## config.mk

```make
export PLATFORM = sky130hd
export DESIGN_NAME = spc_regs
export DESIGN_NICKNAME = d
export VERILOG_FILES = /design/src/rtl/spc_pkg.sv /design/src/rtl/spc_regs.sv
export SDC_FILE = /design/constraint.sdc
export NUM_CORES = 1
export LEC_CHECK = 0
export ABC_CLOCK_PERIOD_IN_PS = 2150
export BUFFER_PORTS_ARGS = -buffer_cell sky130_fd_sc_hd__buf_2
export CAP_MARGIN = 20
export CORE_MARGIN = 10
export CORE_UTILIZATION = 49
export DETAILED_ROUTE_END_ITERATION = 10
export PLACE_DENSITY = 0.77
export SYNTH_ARGS = -nofsm -noshare
export SYNTH_HDL_FRONTEND = slang
export SYNTH_SLANG_ARGS = --single-unit
```

## constraint.sdc

```tcl
create_clock -name clk -period 2.15 [get_ports clk]
set_clock_uncertainty 0.15 [all_clocks]
set_input_delay 0.1075 -clock clk [delete_from_list [all_inputs] [get_ports clk]]
set_output_delay 0.1075 -clock clk [all_outputs]
set_load 0.005 [all_outputs]
```

## src/rtl/spc_pkg.sv

```systemverilog
package spc_pkg;
  localparam int SPC_ADDR_W = 10;
  localparam logic [9:0] SPC_OFF_PORT_CFG = 10'h000;
  localparam logic [9:0] SPC_OFF_SI_REV = 10'h002;
  localparam logic [9:0] SPC_OFF_VARIANT = 10'h003;
  localparam logic [9:0] SPC_OFF_RB_SEL = 10'h004;
  localparam logic [9:0] SPC_OFF_TAG_LO = 10'h005;
  localparam logic [9:0] SPC_OFF_TAG_HI = 10'h006;
  localparam int SPC_BIT_SEP_OUT = 7;
  localparam int SPC_BIT_LSB_FIRST = 6;
  localparam int SPC_BIT_SOFT_RST = 5;
  localparam logic [7:0] SPC_RST_PORT_CFG = 8'h00;
  localparam logic [7:0] SPC_RST_RB_SEL = 8'h00;
  localparam logic [7:0] SPC_RST_TAG = 8'h00;

  // read or write request from the serial framing logic
  typedef struct packed {
    logic wr;
    logic rd;
    logic [9:0] addr;
    logic [7:0] wdata;
  } spc_req_t;

  typedef struct packed {
    logic sep_out;
    logic lsb_first;
    logic soft_rst;
    logic rb_active;
    logic [15:0] tag;
    logic [7:0] rdata;
    logic soft_rst_pulse;
  } spc_state_t;
endpackage : spc_pkg

```

## src/rtl/spc_regs.sv

```systemverilog
// Behaviour
// host writes bits 3:0 of port config as bit-reversed copy of 7:4
// writing one to port config bit 5 restores register defaults (here only readback select and tag, port config kept)
// soft reset bit self-clears on the clock after the write
// address 002 is read-only silicon revision, writes ignored
// address 003 is read-only variant identifier code
// bit 0 of 004 selects buffer (0) or active (1) readback
// addresses 005 and 006 hold low and high bytes of tag
// tag has no effect on behaviour, bytes reset to zero
// port config bit 6 selects lsb-first order in spi mode
// port config bit 7 selects separate output pin in spi mode
// in i2c mode unused port config bits read zero, writes ignored
`timescale 1ns/1ps
module spc_regs
  import spc_pkg::*;
#(
  parameter logic [7:0] SILICON_REV = 8'h01, // arbitrary value
  parameter logic [7:0] VARIANT_ID = 8'h5a // arbitrary value
) (
  input wire logic clk,
  input wire logic srst,
  input wire logic i2c_mode,
  input wire spc_req_t req,
  output logic [7:0] rdata,
  output logic separate_output_select,
  output logic lsb_first,
  output logic readback_active,
  output logic soft_reset_pulse,
  output logic [15:0] customer_tag
);
  spc_state_t st_r;
  spc_state_t st_nxt;
  logic [7:4] cfg_upper;
  logic [3:0] cfg_mirror;
  logic [7:0] cfg_view;

  always_comb begin
    // unused bits read zero
    cfg_upper = 4'h0;
    if (!i2c_mode) begin
      cfg_upper[SPC_BIT_SEP_OUT] = st_r.sep_out;
      cfg_upper[SPC_BIT_LSB_FIRST] = st_r.lsb_first;
    end
    cfg_upper[SPC_BIT_SOFT_RST] = st_r.soft_rst;
  end

  // mirror nibble is rebuilt from the upper nibble, whatever the host wrote there
  for (genvar gi = 0; gi < 4; gi++) begin : g_mirror
    assign cfg_mirror[gi] = cfg_upper[7 - gi];
  end

  assign cfg_view = {cfg_upper, cfg_mirror};

  always_comb begin
    st_nxt = st_r;
    st_nxt.soft_rst_pulse = 1'b0;
    st_nxt.soft_rst = 1'b0;
    if (st_r.soft_rst) begin
      // defaults restored, port config itself kept
      st_nxt.rb_active = SPC_RST_RB_SEL[0];
      st_nxt.tag = {SPC_RST_TAG, SPC_RST_TAG};
    end
    if (req.wr) begin
      unique case (req.addr)
        SPC_OFF_PORT_CFG: begin
          if (!i2c_mode) begin
            st_nxt.sep_out = req.wdata[SPC_BIT_SEP_OUT];
            st_nxt.lsb_first = req.wdata[SPC_BIT_LSB_FIRST];
          end
          st_nxt.soft_rst = req.wdata[SPC_BIT_SOFT_RST];
          st_nxt.soft_rst_pulse = req.wdata[SPC_BIT_SOFT_RST];
        end
        SPC_OFF_RB_SEL: st_nxt.rb_active = req.wdata[0];
        SPC_OFF_TAG_LO: st_nxt.tag[7:0] = req.wdata;
        SPC_OFF_TAG_HI: st_nxt.tag[15:8] = req.wdata;
        default: ; // read-only and unmapped addresses ignore writes
      endcase
    end
    if (req.rd) begin
      unique case (req.addr)
        SPC_OFF_PORT_CFG: st_nxt.rdata = cfg_view;
        SPC_OFF_SI_REV: st_nxt.rdata = SILICON_REV;
        SPC_OFF_VARIANT: st_nxt.rdata = VARIANT_ID;
        SPC_OFF_RB_SEL: st_nxt.rdata = {7'h00, st_r.rb_active};
        SPC_OFF_TAG_LO: st_nxt.rdata = st_r.tag[7:0];
        SPC_OFF_TAG_HI: st_nxt.rdata = st_r.tag[15:8];
        default: st_nxt.rdata = 8'h00;
      endcase
    end
  end

  always_ff @(posedge clk) begin
    if (srst) begin
      st_r <= '0;
      st_r.sep_out <= SPC_RST_PORT_CFG[SPC_BIT_SEP_OUT];
      st_r.lsb_first <= SPC_RST_PORT_CFG[SPC_BIT_LSB_FIRST];
      st_r.rb_active <= SPC_RST_RB_SEL[0];
      st_r.tag <= {SPC_RST_TAG, SPC_RST_TAG};
    end else begin
      st_r <= st_nxt;
    end
  end

  assign rdata = st_r.rdata;
  assign separate_output_select = st_r.sep_out;
  assign lsb_first = st_r.lsb_first;
  assign readback_active = st_r.rb_active;
  assign soft_reset_pulse = st_r.soft_rst_pulse;
  assign customer_tag = st_r.tag;

  AST_SOFT_CLEAR: assert property (@(posedge clk) disable iff (srst)
    st_r.soft_rst |=> !st_r.soft_rst || $past(req.wr))
    else $error("soft reset bit did not self-clear");
  AST_SOFT_DEFAULTS: assert property (@(posedge clk) disable iff (srst)
    (st_r.soft_rst && !req.wr) |=> (customer_tag == 16'h0000 && !readback_active))
    else $error("soft reset did not restore defaults");
  AST_REV_READ: assert property (@(posedge clk) disable iff (srst)
    (req.rd && req.addr == SPC_OFF_SI_REV) |=> rdata == SILICON_REV)
    else $error("silicon revision read wrong");
  AST_VARIANT_READ: assert property (@(posedge clk) disable iff (srst)
    (req.rd && req.addr == SPC_OFF_VARIANT) |=> rdata == VARIANT_ID)
    else $error("variant identifier read wrong");
  AST_RB_SEL: assert property (@(posedge clk) disable iff (srst)
    (req.wr && req.addr == SPC_OFF_RB_SEL && !st_r.soft_rst) |=> readback_active == $past(req.wdata[0]))
    else $error("readback select not stored");
  AST_TAG_HI: assert property (@(posedge clk) disable iff (srst)
    (req.wr && req.addr == SPC_OFF_TAG_HI) |=> customer_tag[15:8] == $past(req.wdata))
    else $error("tag high byte not stored");
  AST_TAG_LO: assert property (@(posedge clk) disable iff (srst)
    (req.wr && req.addr == SPC_OFF_TAG_LO) |=> customer_tag[7:0] == $past(req.wdata))
    else $error("tag low byte not stored");
  AST_ORDER: assert property (@(posedge clk) disable iff (srst)
    (req.wr && req.addr == SPC_OFF_PORT_CFG && !i2c_mode) |=> lsb_first == $past(req.wdata[6]))
    else $error("bit order not stored");
  AST_SEP_OUT: assert property (@(posedge clk) disable iff (srst)
    (req.wr && req.addr == SPC_OFF_PORT_CFG && !i2c_mode) |=> separate_output_select == $past(req.wdata[7]))
    else $error("pin scheme not stored");
  AST_I2C_ZERO: assert property (@(posedge clk) disable iff (srst)
    (req.rd && req.addr == SPC_OFF_PORT_CFG && i2c_mode) |=> (rdata & 8'hdb) == 8'h00)
    else $error("unused bits not zero in i2c mode");
  AST_MIRROR: assert property (@(posedge clk) disable iff (srst)
    (req.rd && req.addr == SPC_OFF_PORT_CFG) |=> rdata[3:0] == {rdata[4], rdata[5], rdata[6], rdata[7]})
    else $error("mirror nibble wrong");

  // outputs hold their reset values on the first edge after reset
  AST_RESET_TAG: assert property (@(posedge clk) disable iff (srst)
    $fell(srst) |-> customer_tag == {SPC_RST_TAG, SPC_RST_TAG})
    else $error("tag not at reset value");
  AST_RESET_RB: assert property (@(posedge clk) disable iff (srst)
    $fell(srst) |-> readback_active == SPC_RST_RB_SEL[0])
    else $error("readback select not at reset value");
  AST_RESET_ORDER: assert property (@(posedge clk) disable iff (srst)
    $fell(srst) |-> lsb_first == SPC_RST_PORT_CFG[SPC_BIT_LSB_FIRST])
    else $error("bit order not at reset value");
  AST_RESET_SEP: assert property (@(posedge clk) disable iff (srst)
    $fell(srst) |-> separate_output_select == SPC_RST_PORT_CFG[SPC_BIT_SEP_OUT])
    else $error("pin scheme not at reset value");

  // soft reset: one pulse per write, port config survives it
  AST_SOFT_SET: assert property (@(posedge clk) disable iff (srst)
    (req.wr && req.addr == SPC_OFF_PORT_CFG && req.wdata[SPC_BIT_SOFT_RST])
    |=> (soft_reset_pulse && st_r.soft_rst))
    else $error("soft reset write not taken");
  AST_PULSE_ONE: assert property (@(posedge clk) disable iff (srst)
    (soft_reset_pulse && !(req.wr && req.addr == SPC_OFF_PORT_CFG && req.wdata[SPC_BIT_SOFT_RST]))
    |=> !soft_reset_pulse)
    else $error("soft reset pulse longer than one cycle");
  AST_CFG_KEPT: assert property (@(posedge clk) disable iff (srst)
    (st_r.soft_rst && !req.wr) |=> ($stable(separate_output_select) && $stable(lsb_first)))
    else $error("soft reset changed port config");
  AST_SOFT_READ: assert property (@(posedge clk) disable iff (srst)
    (req.rd && req.addr == SPC_OFF_PORT_CFG) |=> rdata[SPC_BIT_SOFT_RST] == $past(st_r.soft_rst))
    else $error("soft reset bit read wrong");

  // read-only registers: a write leaves every stored field alone
  AST_REV_WRITE: assert property (@(posedge clk) disable iff (srst)
    (req.wr && req.addr == SPC_OFF_SI_REV && !st_r.soft_rst)
    |=> ($stable(customer_tag) && $stable(readback_active) && $stable(separate_output_select) && $stable(lsb_first)))
    else $error("write to revision register changed state");
  AST_VARIANT_WRITE: assert property (@(posedge clk) disable iff (srst)
    (req.wr && req.addr == SPC_OFF_VARIANT && !st_r.soft_rst)
    |=> ($stable(customer_tag) && $stable(readback_active) && $stable(separate_output_select) && $stable(lsb_first)))
    else $error("write to variant register changed state");

  // reads return the stored value from before the read
  AST_RB_READ: assert property (@(posedge clk) disable iff (srst)
    (req.rd && req.addr == SPC_OFF_RB_SEL) |=> rdata == {7'h00, $past(readback_active)})
    else $error("readback select read wrong");
  AST_TAG_READ_LO: assert property (@(posedge clk) disable iff (srst)
    (req.rd && req.addr == SPC_OFF_TAG_LO) |=> rdata == $past(customer_tag[7:0]))
    else $error("tag low byte read wrong");
  AST_TAG_READ_HI: assert property (@(posedge clk) disable iff (srst)
    (req.rd && req.addr == SPC_OFF_TAG_HI) |=> rdata == $past(customer_tag[15:8]))
    else $error("tag high byte read wrong");
  AST_CFG_READ: assert property (@(posedge clk) disable iff (srst)
    (req.rd && req.addr == SPC_OFF_PORT_CFG && !i2c_mode)
    |=> rdata[7:6] == {$past(separate_output_select), $past(lsb_first)})
    else $error("port config read wrong");

  // stored fields move only on a write or a soft reset
  AST_TAG_KEEP: assert property (@(posedge clk) disable iff (srst)
    (!req.wr && !st_r.soft_rst) |=> $stable(customer_tag))
    else $error("tag changed without a write");
  AST_RB_KEEP: assert property (@(posedge clk) disable iff (srst)
    (!req.wr && !st_r.soft_rst) |=> $stable(readback_active))
    else $error("readback select changed without a write");
  AST_CFG_IDLE: assert property (@(posedge clk) disable iff (srst)
    !req.wr |=> ($stable(lsb_first) && $stable(separate_output_select)))
    else $error("port config changed without a write");
  AST_TAG_NO_EFFECT: assert property (@(posedge clk) disable iff (srst)
    (req.wr && (req.addr == SPC_OFF_TAG_LO || req.addr == SPC_OFF_TAG_HI) && !st_r.soft_rst)
    |=> ($stable(readback_active) && $stable(separate_output_select) && $stable(lsb_first) && !soft_reset_pulse))
    else $error("tag write changed behaviour");
  AST_I2C_KEEP: assert property (@(posedge clk) disable iff (srst)
    (req.wr && req.addr == SPC_OFF_PORT_CFG && i2c_mode)
    |=> ($stable(separate_output_select) && $stable(lsb_first)))
    else $error("i2c write changed spi-only bits");

  COV_SOFT: cover property (@(posedge clk) disable iff (srst) soft_reset_pulse ##1 !st_r.soft_rst);
  COV_TAG: cover property (@(posedge clk) disable iff (srst)
    (req.wr && req.addr == SPC_OFF_TAG_LO) ##1 (req.wr && req.addr == SPC_OFF_TAG_HI));
  COV_ACTIVE: cover property (@(posedge clk) disable iff (srst) $rose(readback_active));
  COV_I2C_WRITE: cover property (@(posedge clk) disable iff (srst)
    req.wr && req.addr == SPC_OFF_PORT_CFG && i2c_mode);
  COV_ID_READ: cover property (@(posedge clk) disable iff (srst)
    (req.rd && req.addr == SPC_OFF_SI_REV) ##2 (req.rd && req.addr == SPC_OFF_VARIANT));
endmodule : spc_regs

```

### Word level (Yosys, flattened, before mapping)

Cells that the tools add are included.

* bits of input ports: 23
* logic and storage cells: 24
* output and inout port bits: 28
* register bits: 28

* reduce and logical (&&, ||, !) cells: 3
* muxes and demuxes: 7
* bitwise gates (word level): 3
* equal/unequal tests: 5

Operators by type and width (number)
* 8-bit one-hot mux with 6 select lines: 1
* 17-bit 2-to-1 mux: 2
* 10-bit by 3-bit equality test with 1-bit output, second input constant: 3
* 10-bit by 2-bit equality test with 1-bit output, second input constant: 2
* 8-bit 2-to-1 mux: 2
* 10-bit zero test: 1
* 1-bit NOT: 3
* 3-bit AND reduction: 1
* 3-bit OR reduction: 1
* 2-bit 2-to-1 mux: 1
* 1-bit 2-to-1 mux: 1

### Longest topological paths before layout

* depth after elaboration: 3
* gate-level depth with buffers: 6
* depth with buffers taken out: 4

### Worst setup path after synthesis

Ideal clock, no wire load.

* kind: input to register
* start point: in req[15] in the netlist's numbering
* end point: reg st_r (netlist bit customer_tag[0])
* library setup time: 0.128 ns
* arrival time: 1.248 ns
* buffers on the path: 0
* stages on the path: 4
* path slack: 0.625 ns
* required time: 1.872 ns
* path through: nor3_1 > nand4_2 > mux2i_1 > nor2_1

* word-level cells in the longest chain between the ends: 3

Ends and longest elaborated chain
* start, declared: line spc_regs.sv:23 `input wire spc_req_t req,`
* 10-bit by 3-bit equality test with 1-bit output: line spc_regs.sv:64 `unique case (req.addr)`
* 8-bit 2-to-1 mux: line spc_regs.sv:64
* 17-bit 2-to-1 mux: line spc_regs.sv:63 `if (req.wr) begin`
* end signal, assigned: line spc_regs.sv:100 `st_r <= st_nxt;`
* end, declared: line spc_regs.sv:31 `spc_state_t st_r;`

No other way between the ends.
A chain may end at the register's enable or synchronous reset.

### Final worst setup path

* start point: in req[15] in the netlist's numbering
* end point: reg st_r (netlist bit soft_reset_pulse)

* word-level cells in the longest chain between the ends: 3

Ends and longest elaborated chain (line)
* 10-bit zero test: spc_regs.sv:64
* 1-bit NOT (no line)
* 3-bit OR reduction (no line)

No other way between the ends.

==> run metrics <==
outcome=completed; Area Growth Syn to Fin=33.25%; first-pass GRT wire length=6.803 mm; CP Launch Type=primary input; Syn Inst Count=159; clock slew at reported path FFs=150 ps; worst skew pair latency=330 ps; drt total wl=4.260 mm; max frequency=504.8 MHz; worst relative slew slack=0.5445; xor/xnor share of the synthesized area=0.006140; gpl congestion=0.8478; Initial Utilization=0.5128; dpl cells=236; sw power=214.2 µW; vias in the first global route=1461; min cycle time layout=1981 ps; Worst Hold Endpoint=rdata[7]$_SDFFE_PP0P_; internal power=755.1 µW; Critical Path Start=req[15]; post-synthesis cell type count=36; ys async rst share=0; DP Wirelength=3.128 mm; H-tree levels=1; ANT nets after route=0; Clock Sinks=28; largest family of logic cells by synthesized area=simple AND/OR/NAND/NOR gates; Synth Area in Compound Gates=0.1658; Ant. Diodes=0; Ports=51; Max Root-Sink Buffers=2; r2r setup slk=720 ps; most frequent cells in the layout=50 x buf_2, 28 x dfxtp_1, 20 x nor2b_1, 20 x nor2_1, 17 x mux2i_1; worst r2r src=soft_reset_pulse$_SDFF_PP0_; layout cells sized above 1=0.3063; flops & latches, synth=28; wire length per cell=16.84 µm; fin crit share=0.9213; synthesized area per cell=8.971 µm²; setup TNS=0 ps; Least-Margin Pin Slew=682.3 ps; cts repair resizes=0; Ys Warns=0; Final #Nets=246; drt first-iter violations=161; r2r worst-path depth=3; Main synth FF type=dfxtp_1; R2R Path End=customer_tag[9]$_SDFF_PP0_; arrival time worst endpoint=2120 ps; 1st-pass router iterations=4; initial antenna violation count=0; Cell Pwr Density=510.0 mW/mm²; post-synthesis simple-gate area fraction=0.2728; Reg power frac=0.536; mux cell area share after synthesis=0.1193; IO buf count=50; pin count of the biggest net entering global routing=21; MaxCap Viol Count=0; CTS buffer count=3; LEAKAGE=0.0009732 µW; Core ar.=0.002781 mm²; Post-synth EDFFs=0; Worst Hold Class=in -> reg; most common cell after layout, fill and taps aside=buf_2; register area share after synthesis=0.3930; crit-path max FO=6; Synth Area in Adders=0; detailed-route via count=1436; GRT overflow=0; critical path class=in -> reg; Hold Vio Cnt, Final=0; Die Y=73.96 µm; Die Area=0.005469 mm²; # rows=19; # DRC=0; Critical Path RT=2290 ps; peak supply drop=0.0003837 V; combinational cell fraction of total power=0.108; hold path startpoint=req[10]; sw frac=0.2210; Via density=5.676; Syn Nets=182; final setup fails=0; total track usage=0.1542; cell area after synthesis=0.001426 mm²; Non-Filler Instances=253; CP endpoint kind=flop; Clock power frac=0.356; worst hold stages=3; CTS tree=yes; Root Driver=clkbuf_4; Slew Limit Fails=0; Die Wd=73.96 µm; RSZ-0062 raised after global routing=false
-- sequential cells by signal, summed over array words and instances, names as in the netlist --
name,flops
soft_reset_pulse,1
separate_output_select,1
customer_tag,16
readback_active,1
lsb_first,1
rdata,8
-- power groups by stage --
| stage | registers [µW] | logic (µW) | clock network (µW) |
|---|---|---|---|
| after floorplan | 531 | 43.9 | 0 |
| after global placement | 531 | 82.8 | 0 |
| after detailed placement | 531 | 85.5 | 0 |
| after CTS | 519 | 103 | 351 |
| after global routing | 520 | 113 | 379 |
| final | 519 | 105 | 345 |
-- cells in the mapped netlist, types with 2 or more instances --
cell type / n / area, µm²
a31o_2: 2 / 17.52
clkbuf_1: 6 / 22.52
a21o_1: 2 / 15.01
nor3_1: 4 / 20.02
nand4_2: 2 / 25.02
inv_1: 5 / 18.77
nand4_1: 4 / 25.02
buf_2: 4 / 20.02
a222oi_1: 2 / 20.02
o21ai_0: 2 / 10.01
nor2_1: 20 / 75.07
dfxtp_1: 28 / 560.5
nand2_1: 6 / 22.52
nor2b_1: 20 / 125.1
or4_1: 2 / 15.01
a22oi_1: 4 / 30.03
o32ai_1: 2 / 17.52
mux2i_1: 17 / 170.2
a21oi_1: 6 / 30.03
a22o_1: 3 / 26.28
nor3b_1: 3 / 22.52
-- critical path, stage by stage --
cell	delay [ps]
dlygate4sd3_1	530
buf_2	140
nor3_1	220
buf_4	190
nand4_1	160
nor3b_1	210
dlygate4sd3_1	560
-- stage by stage --
step | cell area [µm²] | setup WS [ps] | total power, µW | utilization | hold slack [ps]
3_3_place_gp | 1718 | 506.1 | 613.3 | 0.6176 | 199.9
2_1_floorplan | 1426 | 624.8 | 574.5 | - | 77.35
6_report | 1901 | 169.2 | 969.2 | 0.6833 | 29.16
5_1_grt | 1901 | 53.00 | 1011 | 0.6833 | 47.22
3_5_place_dp | 1718 | 435.7 | 616.1 | 0.6176 | 217.9
4_1_cts | 1901 | 162.4 | 973.3 | 0.6833 | 25.00
-- routing by layer --
layer / global-route usage / wire [µm] / vias to the layer above
met2: 0.2614 / 2087 / 43
met4: 0.05176 / 44 / 0
li1: - / - / 700
met5: 0 / 0 / -
met3: 0.04521 / 337 / 6
met1: 0.1815 / 1790 / 687
-- how the worst max path moves through the flow --
stage	end	cells after the start
floorplan	customer_tag[0]$_SDFF_PP0_	4
global placement	rdata[3]$_SDFFE_PP0P_	5
detailed placement	rdata[3]$_SDFFE_PP0P_	5
CTS	soft_reset_pulse$_SDFF_PP0_	7
finish	soft_reset_pulse$_SDFF_PP0_	7
global route	soft_reset_pulse$_SDFF_PP0_	7
-- layout make-up --
class	instances	area [µm²]
Inverter	5	18.77
Clock inverter	1	30.03
Multi-Input combinational cell	116	804.5
Timing Repair Buffer	69	425.4
Tap cell	31	38.79
Clock buffer	3	22.52
Fill cell	230	880.8
Sequential cell	28	560.5
-- kinds of logic (layout without fill, tap and decap cells) --
group | Yosys count | after routing
and+or+nand+nor | 68 | 68
muxes | 17 | 17
AOI/OAI and AO/OA | 30 | 30
xor gates and xnor gates | 1 | 1
buffers and inverters | 15 | 78
DFF | 28 | 28
-- repair_timing --
item / in CTS / in global routing
setup endpoints to repair: 0 / 0
setup buffers: 0 / 0
hold buffers: 13 / 0
endpoints found under the hold margin: 25 / 0
Note: power is estimated with default switching activity, not from simulation.
